$ cat config.mk
export PLATFORM = sky130hd
export DESIGN_NAME = inband_loop_code_regs
export DESIGN_NICKNAME = d
export VERILOG_FILES = /design/src/inband_loop_pkg.sv /design/src/loop_code_generator.sv /design/src/loop_code_detector.sv /design/src/inband_loop_code_regs.sv
export SDC_FILE = /design/constraint.sdc
export NUM_CORES = 1
export LEC_CHECK = 0
export ABC_AREA = 1
export BUFFER_PORTS_ARGS = -buffer_cell sky130_fd_sc_hd__buf_2
export CAP_MARGIN = 40
export CORE_ASPECT_RATIO = 1.25
export CORE_MARGIN = 2
export CORE_UTILIZATION = 34
export CTS_CLUSTER_DIAMETER = 40
export DETAILED_ROUTE_END_ITERATION = 8
export PLACE_DENSITY = 0.58
export SLEW_MARGIN = 10
export SYNTH_ARGS = -nofsm -noshare
export SYNTH_HDL_FRONTEND = slang
export SYNTH_SLANG_ARGS = --single-unit
export TNS_END_PERCENT = 20
$ cat constraint.sdc
create_clock -name sys_clk -period 13.3 [get_ports sys_clk]
set_input_delay 2.66 -clock sys_clk [delete_from_list [all_inputs] [get_ports sys_clk]]
set_output_delay 2.66 -clock sys_clk [all_outputs]
set_load 0.03 [all_outputs]
$ cat src/inband_loop_pkg.sv
// Constants, carriers and length decoders for the in-band loop code
// generator and its three receive detectors.
// Assumes a 250 MHz system clock and a T1 line rate of 1544 kbit/s.
// Operation
// Transmit length code 00,01,10,11 decode 5,6/3,7,16.
// Transmit pattern high bit 7 goes first.
// Short transmit lengths ignore low high-register bits.
// Transmit low register is low byte, 16-bit only.
// Up detector: bit 7 first, unused bits ignored.
// Up detector ignores low register below 8 bits.
// Down detector: bit 7 first, unused bits ignored.
// Down detector ignores low register below 8 bits.
// Writing a detector high register restarts integration.
// Spare length 000-110 gives 1-7, 111 gives 16.
// Host writes zero to spare length bits 3-7.
// Spare detector: bit 7 first, unused bits ignored.
// Spare detector ignores low register below 8 bits.
// Send pattern when enabled; framing bit every 193.
// Flag sets after about 36 ms valid code.
// Host loads 8-bit codes twice, 16-bit as pair.
// Generation and detection run only in T1 mode.
// High register is high byte, sent/compared first.
package inband_loop_pkg;

  // -------------------------------------------------------------
  // Register map
  // -------------------------------------------------------------
  localparam logic [7:0] CTRL_ADDR   = 8'hb6;
  localparam logic [7:0] TX_HI_ADDR  = 8'hb7;
  localparam logic [7:0] TX_LO_ADDR  = 8'hb8;
  localparam logic [7:0] UP_HI_ADDR  = 8'hb9;
  localparam logic [7:0] UP_LO_ADDR  = 8'hba;
  localparam logic [7:0] DN_HI_ADDR  = 8'hbb;
  localparam logic [7:0] DN_LO_ADDR  = 8'hbc;
  localparam logic [7:0] EX_LEN_ADDR = 8'hbd;
  localparam logic [7:0] EX_HI_ADDR  = 8'hbe;
  localparam logic [7:0] EX_LO_ADDR  = 8'hbf;
  localparam logic [7:0] REG_RESET   = 8'h00;
  localparam logic [7:0] UNMAPPED_RD = 8'h00;

  // Field positions in the code control, spare length and pattern registers
  localparam int TX_LEN_MSB = 7;
  localparam int TX_LEN_LSB = 6;
  localparam int UP_LEN_MSB = 5;
  localparam int UP_LEN_LSB = 3;
  localparam int DN_LEN_MSB = 2;
  localparam int DN_LEN_LSB = 0;
  localparam int EX_LEN_MSB = 2;
  localparam int PAT_MSB    = 15;

  // -------------------------------------------------------------
  // Lengths and timing
  // -------------------------------------------------------------
  localparam logic [4:0] TX_LEN_C0   = 5'd5;
  localparam logic [4:0] TX_LEN_C1   = 5'd6;
  localparam logic [4:0] TX_LEN_C2   = 5'd7;
  localparam logic [4:0] LEN_LONG    = 5'd16;
  localparam logic [2:0] RX_LONG_SEL = 3'h7;
  localparam int FRAME_BITS    = 193;
  localparam int CLK_MHZ       = 250;
  localparam int INTEG_TIME_MS = 36;
  localparam int LINE_KBPS     = 1544;
  localparam int BER_DIVISOR   = 100;
  localparam int INTEG_CYCLES_DEF = INTEG_TIME_MS * CLK_MHZ * 1000;
  localparam int INTEG_BITS    = INTEG_TIME_MS * LINE_KBPS;
  localparam int MAX_ERR_DEF   = INTEG_BITS / BER_DIVISOR;
  localparam int MIN_MATCH_DEF = INTEG_BITS - MAX_ERR_DEF;

  // -------------------------------------------------------------
  // Carriers
  // -------------------------------------------------------------
  typedef struct packed {
    logic       wr_en;
    logic       rd_en;
    logic [7:0] addr;
    logic [7:0] wdata;
  } host_req_type;

  typedef struct packed {
    logic [15:0] pattern;
    logic [2:0]  len_code;
  } det_cfg_type;

  // Transmit length; 6/3 and 16/8/4/2/1 share one period
  function automatic logic [4:0] tx_len(input logic [1:0] code);
    unique case (code)
      2'h0:    tx_len = TX_LEN_C0;
      2'h1:    tx_len = TX_LEN_C1;
      2'h2:    tx_len = TX_LEN_C2;
      default: tx_len = LEN_LONG;
    endcase
  endfunction : tx_len

  // Receive length; 8-bit codes run as 16 with doubled bytes
  function automatic logic [4:0] rx_len(input logic [2:0] code);
    if (code == RX_LONG_SEL) begin
      rx_len = LEN_LONG;
    end else begin
      rx_len = {2'h0, code} + 5'd1;
    end
  endfunction : rx_len

endpackage : inband_loop_pkg

$ cat src/loop_code_generator.sv
// Serial loop code generator for the transmit bit stream.
// Assumes the framer pulses tx_bit_strobe once per line bit.
`timescale 1ns/1ps
module loop_code_generator import inband_loop_pkg::*; (
  input  wire logic        sys_clk,
  input  wire logic        rst,
  input  wire logic        active,
  input  wire logic [15:0] pattern,
  input  wire logic [1:0]  len_code,
  input  wire logic        fbit_insert_disable,
  input  wire logic        tx_bit_strobe,
  input  wire logic        tx_fbit_value,
  output logic             tx_data_q
);

  logic [4:0] len;
  logic [3:0] ptr_q;
  logic [7:0] fcnt_q;
  logic       fslot;

  assign len   = tx_len(len_code);
  assign fslot = (fcnt_q == 8'h00) && !fbit_insert_disable;

  // -------------------------------------------------------------
  // Pattern pointer; restarts at bit 15 whenever idle
  // -------------------------------------------------------------
  always_ff @(posedge sys_clk or posedge rst) begin
    if (rst) begin
      ptr_q <= 4'h0;
    end else if (!active) begin
      ptr_q <= 4'h0;
    end else if ({1'b0, ptr_q} >= len) begin
      // A length shortened mid-run restarts the repetition
      ptr_q <= 4'h0;
    end else if (tx_bit_strobe) begin
      // Short lengths wrap early so low bits never go out
      if ({1'b0, ptr_q} == len - 5'd1) begin
        ptr_q <= 4'h0;
      end else begin
        ptr_q <= ptr_q + 4'h1;
      end
    end
  end

  // Frame position; the pattern keeps running under the F-bit
  always_ff @(posedge sys_clk or posedge rst) begin
    if (rst) begin
      fcnt_q <= 8'h00;
    end else if (!active) begin
      fcnt_q <= 8'h00;
    end else if (tx_bit_strobe) begin
      if (fcnt_q == 8'(FRAME_BITS - 1)) begin
        fcnt_q <= 8'h00;
      end else begin
        fcnt_q <= fcnt_q + 8'h01;
      end
    end
  end

  // Output bit: high byte first, F-bit overwrites
  always_ff @(posedge sys_clk or posedge rst) begin
    if (rst) begin
      tx_data_q <= 1'b0;
    end else if (!active) begin
      tx_data_q <= 1'b0;
    end else if (tx_bit_strobe) begin
      tx_data_q <= fslot ? tx_fbit_value
                         : pattern[PAT_MSB - ptr_q];
    end
  end
endmodule : loop_code_generator

$ cat src/loop_code_detector.sv
// One repeating-pattern detector with a timed integration window.
// Assumes rx_bit_strobe marks each received line bit, framed or not.
`timescale 1ns/1ps
module loop_code_detector import inband_loop_pkg::*; #(
  parameter int INTEG_CYCLES = INTEG_CYCLES_DEF,
  parameter int MAX_ERR      = MAX_ERR_DEF,
  parameter int MIN_MATCH    = MIN_MATCH_DEF
) (
  input  wire logic        sys_clk,
  input  wire logic        rst,
  input  wire logic        enable,
  input  wire logic        restart,
  input  wire det_cfg_type cfg,
  input  wire logic        rx_bit_strobe,
  input  wire logic        rx_bit,
  output logic             seen_flag_q
);

  localparam int WW = $clog2(INTEG_CYCLES + 1);

  if (INTEG_CYCLES < 2 || MAX_ERR < 0 || MIN_MATCH >= 65535)
    $error("detector window parameters out of range");

  logic [4:0]    len;
  logic [3:0]    ptr_q;
  logic [WW-1:0] win_q;
  logic [15:0]   err_q;
  logic [15:0]   match_q;
  logic          win_end;
  logic          miss;
  logic          clr;

  assign len     = rx_len(cfg.len_code);
  assign miss    = rx_bit != cfg.pattern[PAT_MSB - ptr_q];
  assign win_end = win_q == WW'(INTEG_CYCLES - 1);
  assign clr     = restart || !enable;

  // -------------------------------------------------------------
  // Phase hunt: a miss holds the pointer so it slides into line
  // -------------------------------------------------------------
  always_ff @(posedge sys_clk or posedge rst) begin
    if (rst) begin
      ptr_q <= 4'h0;
    end else if (clr) begin
      ptr_q <= 4'h0;
    end else if ({1'b0, ptr_q} >= len) begin
      // A length shortened mid-hunt must not leave the pointer past it
      ptr_q <= 4'h0;
    end else if (rx_bit_strobe && !miss) begin
      // Wrap before the low byte unless length is 16
      if ({1'b0, ptr_q} == len - 5'd1) begin
        ptr_q <= 4'h0;
      end else begin
        ptr_q <= ptr_q + 4'h1;
      end
    end
  end

  // Integration window timer, restarted by a high register write
  always_ff @(posedge sys_clk or posedge rst) begin
    if (rst) begin
      win_q <= '0;
    end else if (clr || win_end) begin
      win_q <= '0;
    end else begin
      win_q <= win_q + WW'(1);
    end
  end

  // Error and match tallies saturate rather than wrap
  always_ff @(posedge sys_clk or posedge rst) begin
    if (rst) begin
      err_q   <= 16'h0000;
      match_q <= 16'h0000;
    end else if (clr || win_end) begin
      err_q   <= 16'h0000;
      match_q <= 16'h0000;
    end else if (rx_bit_strobe) begin
      if (miss && err_q != 16'hffff) begin
        err_q <= err_q + 16'h0001;
      end else if (!miss && match_q != 16'hffff) begin
        match_q <= match_q + 16'h0001;
      end
    end
  end

  // Verdict at each window end; tolerates about one error in 100
  always_ff @(posedge sys_clk or posedge rst) begin
    if (rst) begin
      seen_flag_q <= 1'b0;
    end else if (!enable) begin
      seen_flag_q <= 1'b0;
    end else if (win_end) begin
      seen_flag_q <= err_q <= 16'(MAX_ERR) &&
                     match_q >= 16'(MIN_MATCH);
    end
  end
endmodule : loop_code_detector

$ cat src/inband_loop_code_regs.sv
// Register file of the in-band loop code function, with the
// transmit generator and the up, down and spare detectors.
// Assumes the host port and bit strobes are synchronous to sys_clk;
// mode and enable bits arrive as plain levels from the framer.
`timescale 1ns/1ps
module inband_loop_code_regs import inband_loop_pkg::*; #(
  parameter int INTEG_CYCLES = INTEG_CYCLES_DEF,
  parameter int MAX_ERR      = MAX_ERR_DEF,
  parameter int MIN_MATCH    = MIN_MATCH_DEF
) (
  input  wire logic         sys_clk,
  input  wire logic         rst,
  input  wire host_req_type host_req,
  output logic [7:0]        rd_data_q,
  input  wire logic         t1_mode,
  input  wire logic         tx_loopcode_enable,
  input  wire logic         fbit_insert_disable,
  input  wire logic         tx_bit_strobe,
  input  wire logic         tx_fbit_value,
  output logic              tx_data_q,
  output logic              tx_code_active_q,
  input  wire logic         rx_bit_strobe,
  input  wire logic         rx_bit,
  output logic              up_code_seen_flag,
  output logic              down_code_seen_flag,
  output logic              third_code_seen_flag
);

  if (INTEG_CYCLES < 2 || MIN_MATCH < 0)
    $error("integration parameters out of range");

  // -------------------------------------------------------------
  // Definition and control registers
  // -------------------------------------------------------------
  logic [7:0] inband_code_control_q;
  logic [7:0] tx_pattern_high_q;
  logic [7:0] tx_pattern_low_q;
  logic [7:0] loopup_pattern_high_q;
  logic [7:0] loopup_pattern_low_q;
  logic [7:0] loopdown_pattern_high_q;
  logic [7:0] loopdown_pattern_low_q;
  logic [7:0] extra_detector_length_q;
  logic [7:0] extra_pattern_high_q;
  logic [7:0] extra_pattern_low_q;

  logic        wr;
  logic        up_restart;
  logic        dn_restart;
  logic        ex_restart;
  logic        active_d;
  det_cfg_type up_cfg;
  det_cfg_type dn_cfg;
  det_cfg_type ex_cfg;
  logic [7:0]  rd_d;
  logic        unmapped;

  assign wr = host_req.wr_en;

  // Host writes; each register is a plain byte store
  always_ff @(posedge sys_clk or posedge rst) begin
    if (rst) begin
      inband_code_control_q   <= REG_RESET;
      tx_pattern_high_q       <= REG_RESET;
      tx_pattern_low_q        <= REG_RESET;
      loopup_pattern_high_q   <= REG_RESET;
      loopup_pattern_low_q    <= REG_RESET;
      loopdown_pattern_high_q <= REG_RESET;
      loopdown_pattern_low_q  <= REG_RESET;
      extra_detector_length_q <= REG_RESET;
      extra_pattern_high_q    <= REG_RESET;
      extra_pattern_low_q     <= REG_RESET;
    end else if (wr) begin
      unique case (host_req.addr)
        CTRL_ADDR:   inband_code_control_q   <= host_req.wdata;
        TX_HI_ADDR:  tx_pattern_high_q       <= host_req.wdata;
        TX_LO_ADDR:  tx_pattern_low_q        <= host_req.wdata;
        UP_HI_ADDR:  loopup_pattern_high_q   <= host_req.wdata;
        UP_LO_ADDR:  loopup_pattern_low_q    <= host_req.wdata;
        DN_HI_ADDR:  loopdown_pattern_high_q <= host_req.wdata;
        DN_LO_ADDR:  loopdown_pattern_low_q  <= host_req.wdata;
        // Upper bits are stored as written; software keeps them 0
        EX_LEN_ADDR: extra_detector_length_q <= host_req.wdata;
        EX_HI_ADDR:  extra_pattern_high_q    <= host_req.wdata;
        EX_LO_ADDR:  extra_pattern_low_q     <= host_req.wdata;
        default:     ;
      endcase
    end
  end

  // -------------------------------------------------------------
  // Read path; unmapped addresses answer zero
  // -------------------------------------------------------------
  always_comb begin
    rd_d     = UNMAPPED_RD;
    unmapped = 1'b0;
    unique case (host_req.addr)
      CTRL_ADDR:   rd_d = inband_code_control_q;
      TX_HI_ADDR:  rd_d = tx_pattern_high_q;
      TX_LO_ADDR:  rd_d = tx_pattern_low_q;
      UP_HI_ADDR:  rd_d = loopup_pattern_high_q;
      UP_LO_ADDR:  rd_d = loopup_pattern_low_q;
      DN_HI_ADDR:  rd_d = loopdown_pattern_high_q;
      DN_LO_ADDR:  rd_d = loopdown_pattern_low_q;
      EX_LEN_ADDR: rd_d = extra_detector_length_q;
      EX_HI_ADDR:  rd_d = extra_pattern_high_q;
      EX_LO_ADDR:  rd_d = extra_pattern_low_q;
      default:     unmapped = 1'b1;
    endcase
  end

  // Read data is held until the next read strobe
  always_ff @(posedge sys_clk or posedge rst) begin
    if (rst) begin
      rd_data_q <= UNMAPPED_RD;
    end else if (host_req.rd_en) begin
      rd_data_q <= rd_d;
    end
  end

  // -------------------------------------------------------------
  // Transmit side
  // -------------------------------------------------------------
  assign active_d = t1_mode && tx_loopcode_enable;

  // Registered so the generator sees a clean level
  always_ff @(posedge sys_clk or posedge rst) begin
    if (rst) begin
      tx_code_active_q <= 1'b0;
    end else begin
      tx_code_active_q <= active_d;
    end
  end

  loop_code_generator u_gen (
    .sys_clk             (sys_clk),
    .rst                 (rst),
    .active              (tx_code_active_q),
    .pattern             ({tx_pattern_high_q,
                           tx_pattern_low_q}),
    .len_code            (inband_code_control_q[TX_LEN_MSB:
                                                TX_LEN_LSB]),
    .fbit_insert_disable (fbit_insert_disable),
    .tx_bit_strobe       (tx_bit_strobe),
    .tx_fbit_value       (tx_fbit_value),
    .tx_data_q           (tx_data_q)
  );

  // -------------------------------------------------------------
  // Receive detectors
  // -------------------------------------------------------------
  // Restart strobes follow a write of each high register
  assign up_restart = wr && host_req.addr == UP_HI_ADDR;
  assign dn_restart = wr && host_req.addr == DN_HI_ADDR;
  assign ex_restart = wr && host_req.addr == EX_HI_ADDR;

  // High byte leads; 8-bit codes rely on both bytes matching
  assign up_cfg = '{pattern:  {loopup_pattern_high_q,
                               loopup_pattern_low_q},
                    len_code: inband_code_control_q[UP_LEN_MSB:
                                                    UP_LEN_LSB]};
  assign dn_cfg = '{pattern:  {loopdown_pattern_high_q,
                               loopdown_pattern_low_q},
                    len_code: inband_code_control_q[DN_LEN_MSB:
                                                    DN_LEN_LSB]};
  // Only the low three length bits steer the spare detector
  assign ex_cfg = '{pattern:  {extra_pattern_high_q,
                               extra_pattern_low_q},
                    len_code: extra_detector_length_q[EX_LEN_MSB:0]};

  loop_code_detector #(
    .INTEG_CYCLES (INTEG_CYCLES),
    .MAX_ERR      (MAX_ERR),
    .MIN_MATCH    (MIN_MATCH)
  ) u_up_det (
    .sys_clk       (sys_clk),
    .rst           (rst),
    .enable        (t1_mode),
    .restart       (up_restart),
    .cfg           (up_cfg),
    .rx_bit_strobe (rx_bit_strobe),
    .rx_bit        (rx_bit),
    .seen_flag_q   (up_code_seen_flag)
  );

  loop_code_detector #(
    .INTEG_CYCLES (INTEG_CYCLES),
    .MAX_ERR      (MAX_ERR),
    .MIN_MATCH    (MIN_MATCH)
  ) u_dn_det (
    .sys_clk       (sys_clk),
    .rst           (rst),
    .enable        (t1_mode),
    .restart       (dn_restart),
    .cfg           (dn_cfg),
    .rx_bit_strobe (rx_bit_strobe),
    .rx_bit        (rx_bit),
    .seen_flag_q   (down_code_seen_flag)
  );

  loop_code_detector #(
    .INTEG_CYCLES (INTEG_CYCLES),
    .MAX_ERR      (MAX_ERR),
    .MIN_MATCH    (MIN_MATCH)
  ) u_ex_det (
    .sys_clk       (sys_clk),
    .rst           (rst),
    .enable        (t1_mode),
    .restart       (ex_restart),
    .cfg           (ex_cfg),
    .rx_bit_strobe (rx_bit_strobe),
    .rx_bit        (rx_bit),
    .seen_flag_q   (third_code_seen_flag)
  );
endmodule : inband_loop_code_regs

======== Yosys cells after proc, flatten, opt, wreduce, memory -nomap -nowiden ========
Index checks and enable logic that the tools add are counted.
word-level totals
  bits in writable memories ............... 0
  word-level logic and storage cells ...... 232
  memories ................................ 0
  bits in latches ......................... 0
  flip-flop bits (word level) ............. 285
  ROM bits ................................ 0
cells by class
  magnitude comparators ................... 14
  divide/modulo/power cells ............... 0
  bitwise gates (word level) .............. 0
  $mul .................................... 0
  add/subtract/negate cells ............... 25
  reduce and logical (&&, ||, !) cells .... 58
  eq/ne operators ......................... 40
  shifts and indexed selects .............. 0
  mux-type cells .......................... 65
operators with widths
  cell                     count
  $mux W16                 21
  $lt A32 B5 Y1 const B    4
  $add A16 B1 Y16 const B  6
  $ne A16 B16 Y1 const B   6
  $eq A8 B8 Y1 const B     11
  $pmux W8 S10             1
  $add A24 B1 Y24 const B  3
  $eq A24 B24 Y1 const B   3
  $mux W24                 3
  $mux W4                  16
  $ge A16 B16 Y1 const B   3
  $le A16 B10 Y1 const B   3
  $reduce_and A2 Y1        13
  $mux W8                  3
  $eq A4 B5 Y1             4
  $ge A4 B5 Y1             4
  $sub A4 B4 Y5 const A    4
  $sub A5 B1 Y5 const B    4
  $reduce_bool A2 Y1       9
  $logic_and A1 B1 Y1      17
  $add A4 B1 Y4 const B    4
  $bmux W1 S4              4
  $mux W5                  3
  $pmux W5 S3              1
  other kinds (16)         52

======== Depth between registers and ports, before layout ========
  depth after elaboration ................. 10
  mapped depth ............................ 16
  mapped depth without buffers ............ 15

======== Modules after synthesis ========
From an unflattened synthesis, not the netlist that was laid out.
second synthesis, totals
  cells, all modules ...................... 2662
  area, all modules ....................... 18841.8 um^2
modules (own cells, without submodules)
  module                             seq. area each (um^2)  times used  cells an instance  area an instance (um^2)
  loop_code_detector (u_dn_det ...)  1526.5                 2           657                4463.0
  loop_code_detector (u_ex_det)      1526.5                 1           667                4533.1
  inband_loop_code_regs              2227.1                 1           508                4237.8
  loop_code_generator                325.3                  1           173                1144.8

======== Worst setup path before layout ========
Ideal clock, no wire load.
  kind .................................... input-to-reg
  start ................................... input port host_req[15] (netlist bit)
  end ..................................... register u_ex_det.match_q[2]
  required time ........................... 13.183 ns
  path buffers ............................ 1
  setup slack ............................. 9.248 ns
  library setup time ...................... 0.117 ns
  arrival ................................. 3.935 ns
  stages on the path ...................... 14
  cell sequence ........................... inv_1 nor3_4 nand2_2 inv_2 nand2_4 nand2_2 inv_2 nand2_4 inv_2 nand2_4 nand2_2 buf_6 nand2_1 nand2_1
between the ends
  word-level cells in the longest chain between the ends .. 6
  elaborated cells on any way between the ends .. 9
  classes of those cells .................. 2 x eq/ne; 1 x mux; 6 x reduce/logical
ends and longest elaborated chain
  element                                                              line                          source
  from (decl)                                                          inband_loop_code_regs.sv:13   input wire host_req_type host_req,
  $eq A8 B8 Y1 (*)                                                     inband_loop_code_regs.sv:154  assign ex_restart = wr && host_req.addr == EX_HI_ADDR;
  $logic_and A1 B1 Y1 (*)                                              inband_loop_code_regs.sv:154
  $logic_or A1 B1 Y1 (*)                                               loop_code_detector.sv:36      assign clr = restart || !enable;
  $logic_or A1 B1 Y1 (*)                                               loop_code_detector.sv:75      end else if (clr || win_end) begin
  $ne A2 B1 Y1 (no line) / $reduce_bool A2 Y1 (equally long branches)  --
  $reduce_and A3 Y1 (no line)                                          --
  to (signal assigned)                                                 loop_code_detector.sv:82      match_q <= match_q + 16'h0001;
  to (decl)                                                            loop_code_detector.sv:28      logic [15:0] match_q;
Every way passes the cells marked *; elsewhere a longest branch is shown, timed or not.
A chain may end at the register's enable or synchronous reset.

======== Worst setup path in the final report ========
  start ................................... input port host_req[14] (netlist bit)
  end ..................................... register u_dn_det.err_q[13]
between the ends
  word-level cells in the longest chain between the ends .. 6
  elaborated cells on any way between the ends .. 8
  classes of those cells .................. 1 x eq/ne; 1 x mux; 6 x reduce/logical
ends and longest elaborated chain
  element                       line                          source
  $eq A8 B8 Y1 (*)              inband_loop_code_regs.sv:153  assign dn_restart = wr && host_req.addr == DN_HI_ADDR;
  $logic_and A1 B1 Y1 (*)       inband_loop_code_regs.sv:153
  $logic_or A1 B1 Y1 (*)        loop_code_detector.sv:36
  $logic_or A1 B1 Y1 (*)        loop_code_detector.sv:75
  $reduce_bool A2 Y1 (no line)  --
  $reduce_and A2 Y1 (no line)   --
  to (signal assigned)          loop_code_detector.sv:80      err_q <= err_q + 16'h0001;
  to (decl)                     loop_code_detector.sv:27      logic [15:0] err_q;
Marks and branches as above.

==> reports/results.ini <==
[die]
die-area_mm2=0.05389
core_area_mm2=0.05143
die_y_um=259.0
io_pins=40
num_rows=93
start_util_pct=34.40
die_w_um=208.0

[routing]
dr_total_vias=16023
drt-pass1-iter-count=5
antenna_left=0
drc_errors=0
wl_per_cell_um=14.36
viasPerCell=5.037
drt-total-wl_um=45680
drt_iter0_drc=1206

[sta]
timing.final.crit_period_ns=4.960
drv_slew=0
worst_slew_pin_slew_ns=0.7903
hold_viol=0
skew_ns=0.04031
timing.slew.headroom_pct=46.83
rsz0062_at_grt=false
setup_viol=0
tns_ns=0
period_share_pct=37.29
max_freq_mhz=201.6

[cells_and_area]
post-route-util_pct=38.92
instances_no_fill=3181
fin_nets=2559
syn_to_final_growth_pct=13.14
fill_cells=5273
antenna_cells=0
drive_gt1_share_pct=6.399

[cts]
cts_buffers=43
cts.sinks=285
clk_latency_ns=0.58
post-cts-setup-buffer-count=0
cts_resized=0
hold_buffers=0
cts_root_buf=clkbuf_16
clk_path_buf_depth=3
cts_tree=yes
cts.reportedPaths.clkPinSlew_ns=0.06
htreeDepth=2

[setup_path]
crit_chain=buf_2, nor3_4, buf_4, nand3_2, nand2_1, inv_2, nand2_2, buf_4, inv_2, nand2_1, nand3_1, nand2_1
crit_path_max_fanout=42
critPathBufInv=5
path_class=in2reg
endpoint_kind=flip-flop
arrival_ns=5.45
critical_path.slowest_cell=nand2_1
required_ns=13.79
crit_path_max_incr_delay_ns=0.58
cp_top_family=simple AND/OR/NAND/NOR gates
start_kind=input port
cpMostUsedCell=nand2_1

[hold_path]
hp-class=reg2reg

[placed_design]
dp.cells=3103
portBuffers=39
gp_congestion=0.9274
dp_hpwl_um=32370

[synthesis]
synth.area.top_cells=dfrtp_1 40%, nand2_1 14%, nand3_1 7.1%, nor2_1 5.9%, inv_1 5.6%
synth_cells=2454
syn_area_mm2=0.01769
yosys.area.top_type=dfrtp_1
synth_top_area_share_pct=40.31
syn_area_per_cell_um2=7.210
ys_warn_count=0
synth_edf_count=0
syn_nets=2530
ys_ff_latch=285
async_flop_share_pct=100.0
yosysUniqueCellTypes=39
synth_flop_cell=dfrtp_1
seq_area_frac_synth_pct=40.31

[pwr]
seqPwrFrac_pct=38.6
pwr-share-clk_pct=50.0
internal-power_mw=1.737
power.switching_uw=698.4
swShare_pct=28.68
p_per_area_mw_per_mm2=121.7
worst_ir_drop_vdd_uv=75.93
finalPower_mw=2.435
p_comb_share_pct=11.4
power_leakage_nw=9.398

[global_routing]
grt_pass1_vias=15545
grt_max_degree=87
grt_use_total_pct=16.99
grt-ovfl-total=0
grt_pass1_wl_um=76670
antenna_found_initial=0

[run_status]
status=finished clean

[job]
cap_violations=0

==> flip-flops by register name, summed over array words and instances (netlist names), 16 cells and up <==
| register | flops |
|---|---|
| u_dn_det.win_q | 24 |
| u_ex_det.win_q | 24 |
| u_up_det.win_q | 24 |
| u_dn_det.err_q | 16 |
| u_dn_det.match_q | 16 |
| u_ex_det.err_q | 16 |
| u_ex_det.match_q | 16 |
| u_up_det.err_q | 16 |
| u_up_det.match_q | 16 |
==> cell families (layout without fill, tap and decap cells) <==
| family | Yosys count | after routing | share of synthesized area, % |
|---|---|---|---|
| adder cells (fa/ha/maj) | 49 | 49 | 3.465 |
| AND/OR/NAND/NOR | 1412 | 1412 | 34.86 |
| XOR/XNOR | 114 | 114 | 5.876 |
| buffers and inverters | 339 | 401 | 7.786 |
| flip-flops | 285 | 285 | 40.31 |
| AO/OA/AOI/OAI | 255 | 255 | 7.708 |
==> synth_stat cells (6+ instances only) <==
library cell / count
inv_2: 7
nand2_2: 9
a21oi_1: 63
ha_1: 49
o21a_1: 6
nor4_1: 29
xor2_1: 87
nand4_1: 72
nand2_4: 10
nor3_1: 77
o22ai_1: 12
buf_6: 6
xnor2_1: 24
clkbuf_1: 22
o21ai_0: 153
inv_1: 265
buf_4: 6
nand3_1: 250
nor2_1: 277
nor3b_1: 7
dfrtp_1: 285
o211ai_1: 6
buf_2: 28
nand2_1: 661
==> area by class of cell <==
type | count | area, um2 | area share (%)
Timing Repair Buffer | 46 | 280.3 | 1.400
Clock buffer | 45 | 1094 | 5.463
Multi-Input combinational cell | 1830 | 9184 | 45.88
Inverter | 277 | 1050 | 5.244
Tap cell | 665 | 832.0 | 4.157
Clock inverter | 33 | 446.7 | 2.231
Sequential cell | 285 | 7132 | 35.63
==> final timing paths <==
kind / start / end / slack, ns / cells past startpoint
max: host_req[14] / u_dn_det.err_q[13]$_DFFE_PP0P_ / 8.34 / 12
min reg2reg: u_up_det.win_q[0]$_DFF_PP0_ / u_up_det.win_q[0]$_DFF_PP0_ / 0.46 / 1
min: u_up_det.win_q[0]$_DFF_PP0_ / u_up_det.win_q[0]$_DFF_PP0_ / 0.46 / 1
min in group asynchronous: rst / u_dn_det.win_q[8]$_DFF_PP0_ / 2.19 / 2
max reg2reg: u_dn_det.win_q[0]$_DFF_PP0_ / u_dn_det.err_q[13]$_DFFE_PP0P_ / 10.12 / 10
max in group asynchronous: rst / inband_code_control_q[4]$_DFFE_PP0P_ / 9.87 / 3
==> metal layers <==
metal / GRT usage (%) / vias to the layer above / routed length, um
li1: - / 8075 / -
met2: 29.36 / 340 / 21860
met1: 20.82 / 7491 / 20230
met5: 0 / - / 0
met4: 7.723 / 0 / 1855
met3: 2.746 / 117 / 1733
==> power by group through the flow <==
stage | Sequential, mW | Clock, mW | Combinational, mW
after CTS | 0.939 | 1.25 | 0.281
after floorplan | 0.935 | 0 | 0.230
after global routing | 0.945 | 1.29 | 0.321
after global placement | 0.953 | 0 | 0.271
after detailed placement | 0.955 | 0 | 0.280
final | 0.940 | 1.22 | 0.279
==> per-stage QoR <==
step                      instance area, um2  worst slack (ns)  hold slack (ns)
after floorplan                        17690             2.776           0.4329
after CTS                              20020             8.410           0.4628
after detailed placement               18480             7.787           0.4552
after global routing                   20020             8.026           0.4844
final                                  20020             8.340           0.4595
after global placement                 18430             7.820           0.4512
==> layout by cell type (no fill, tap or decap), drive strengths merged, types with 7 or more instances in the layout <==
cell type / count
a21oi: 63
buf: 46
bufinv: 7
clkbuf: 45
clkinv: 15
dfrtp: 285
ha: 49
inv: 284
nand2: 680
nand3: 252
nand4: 72
nor2: 277
nor3: 80
nor3b: 7
nor4: 29
o21ai: 153
o22ai: 12
xnor2: 24
xor2: 87
No activity file was read; power rests on OpenSTA's default activity.
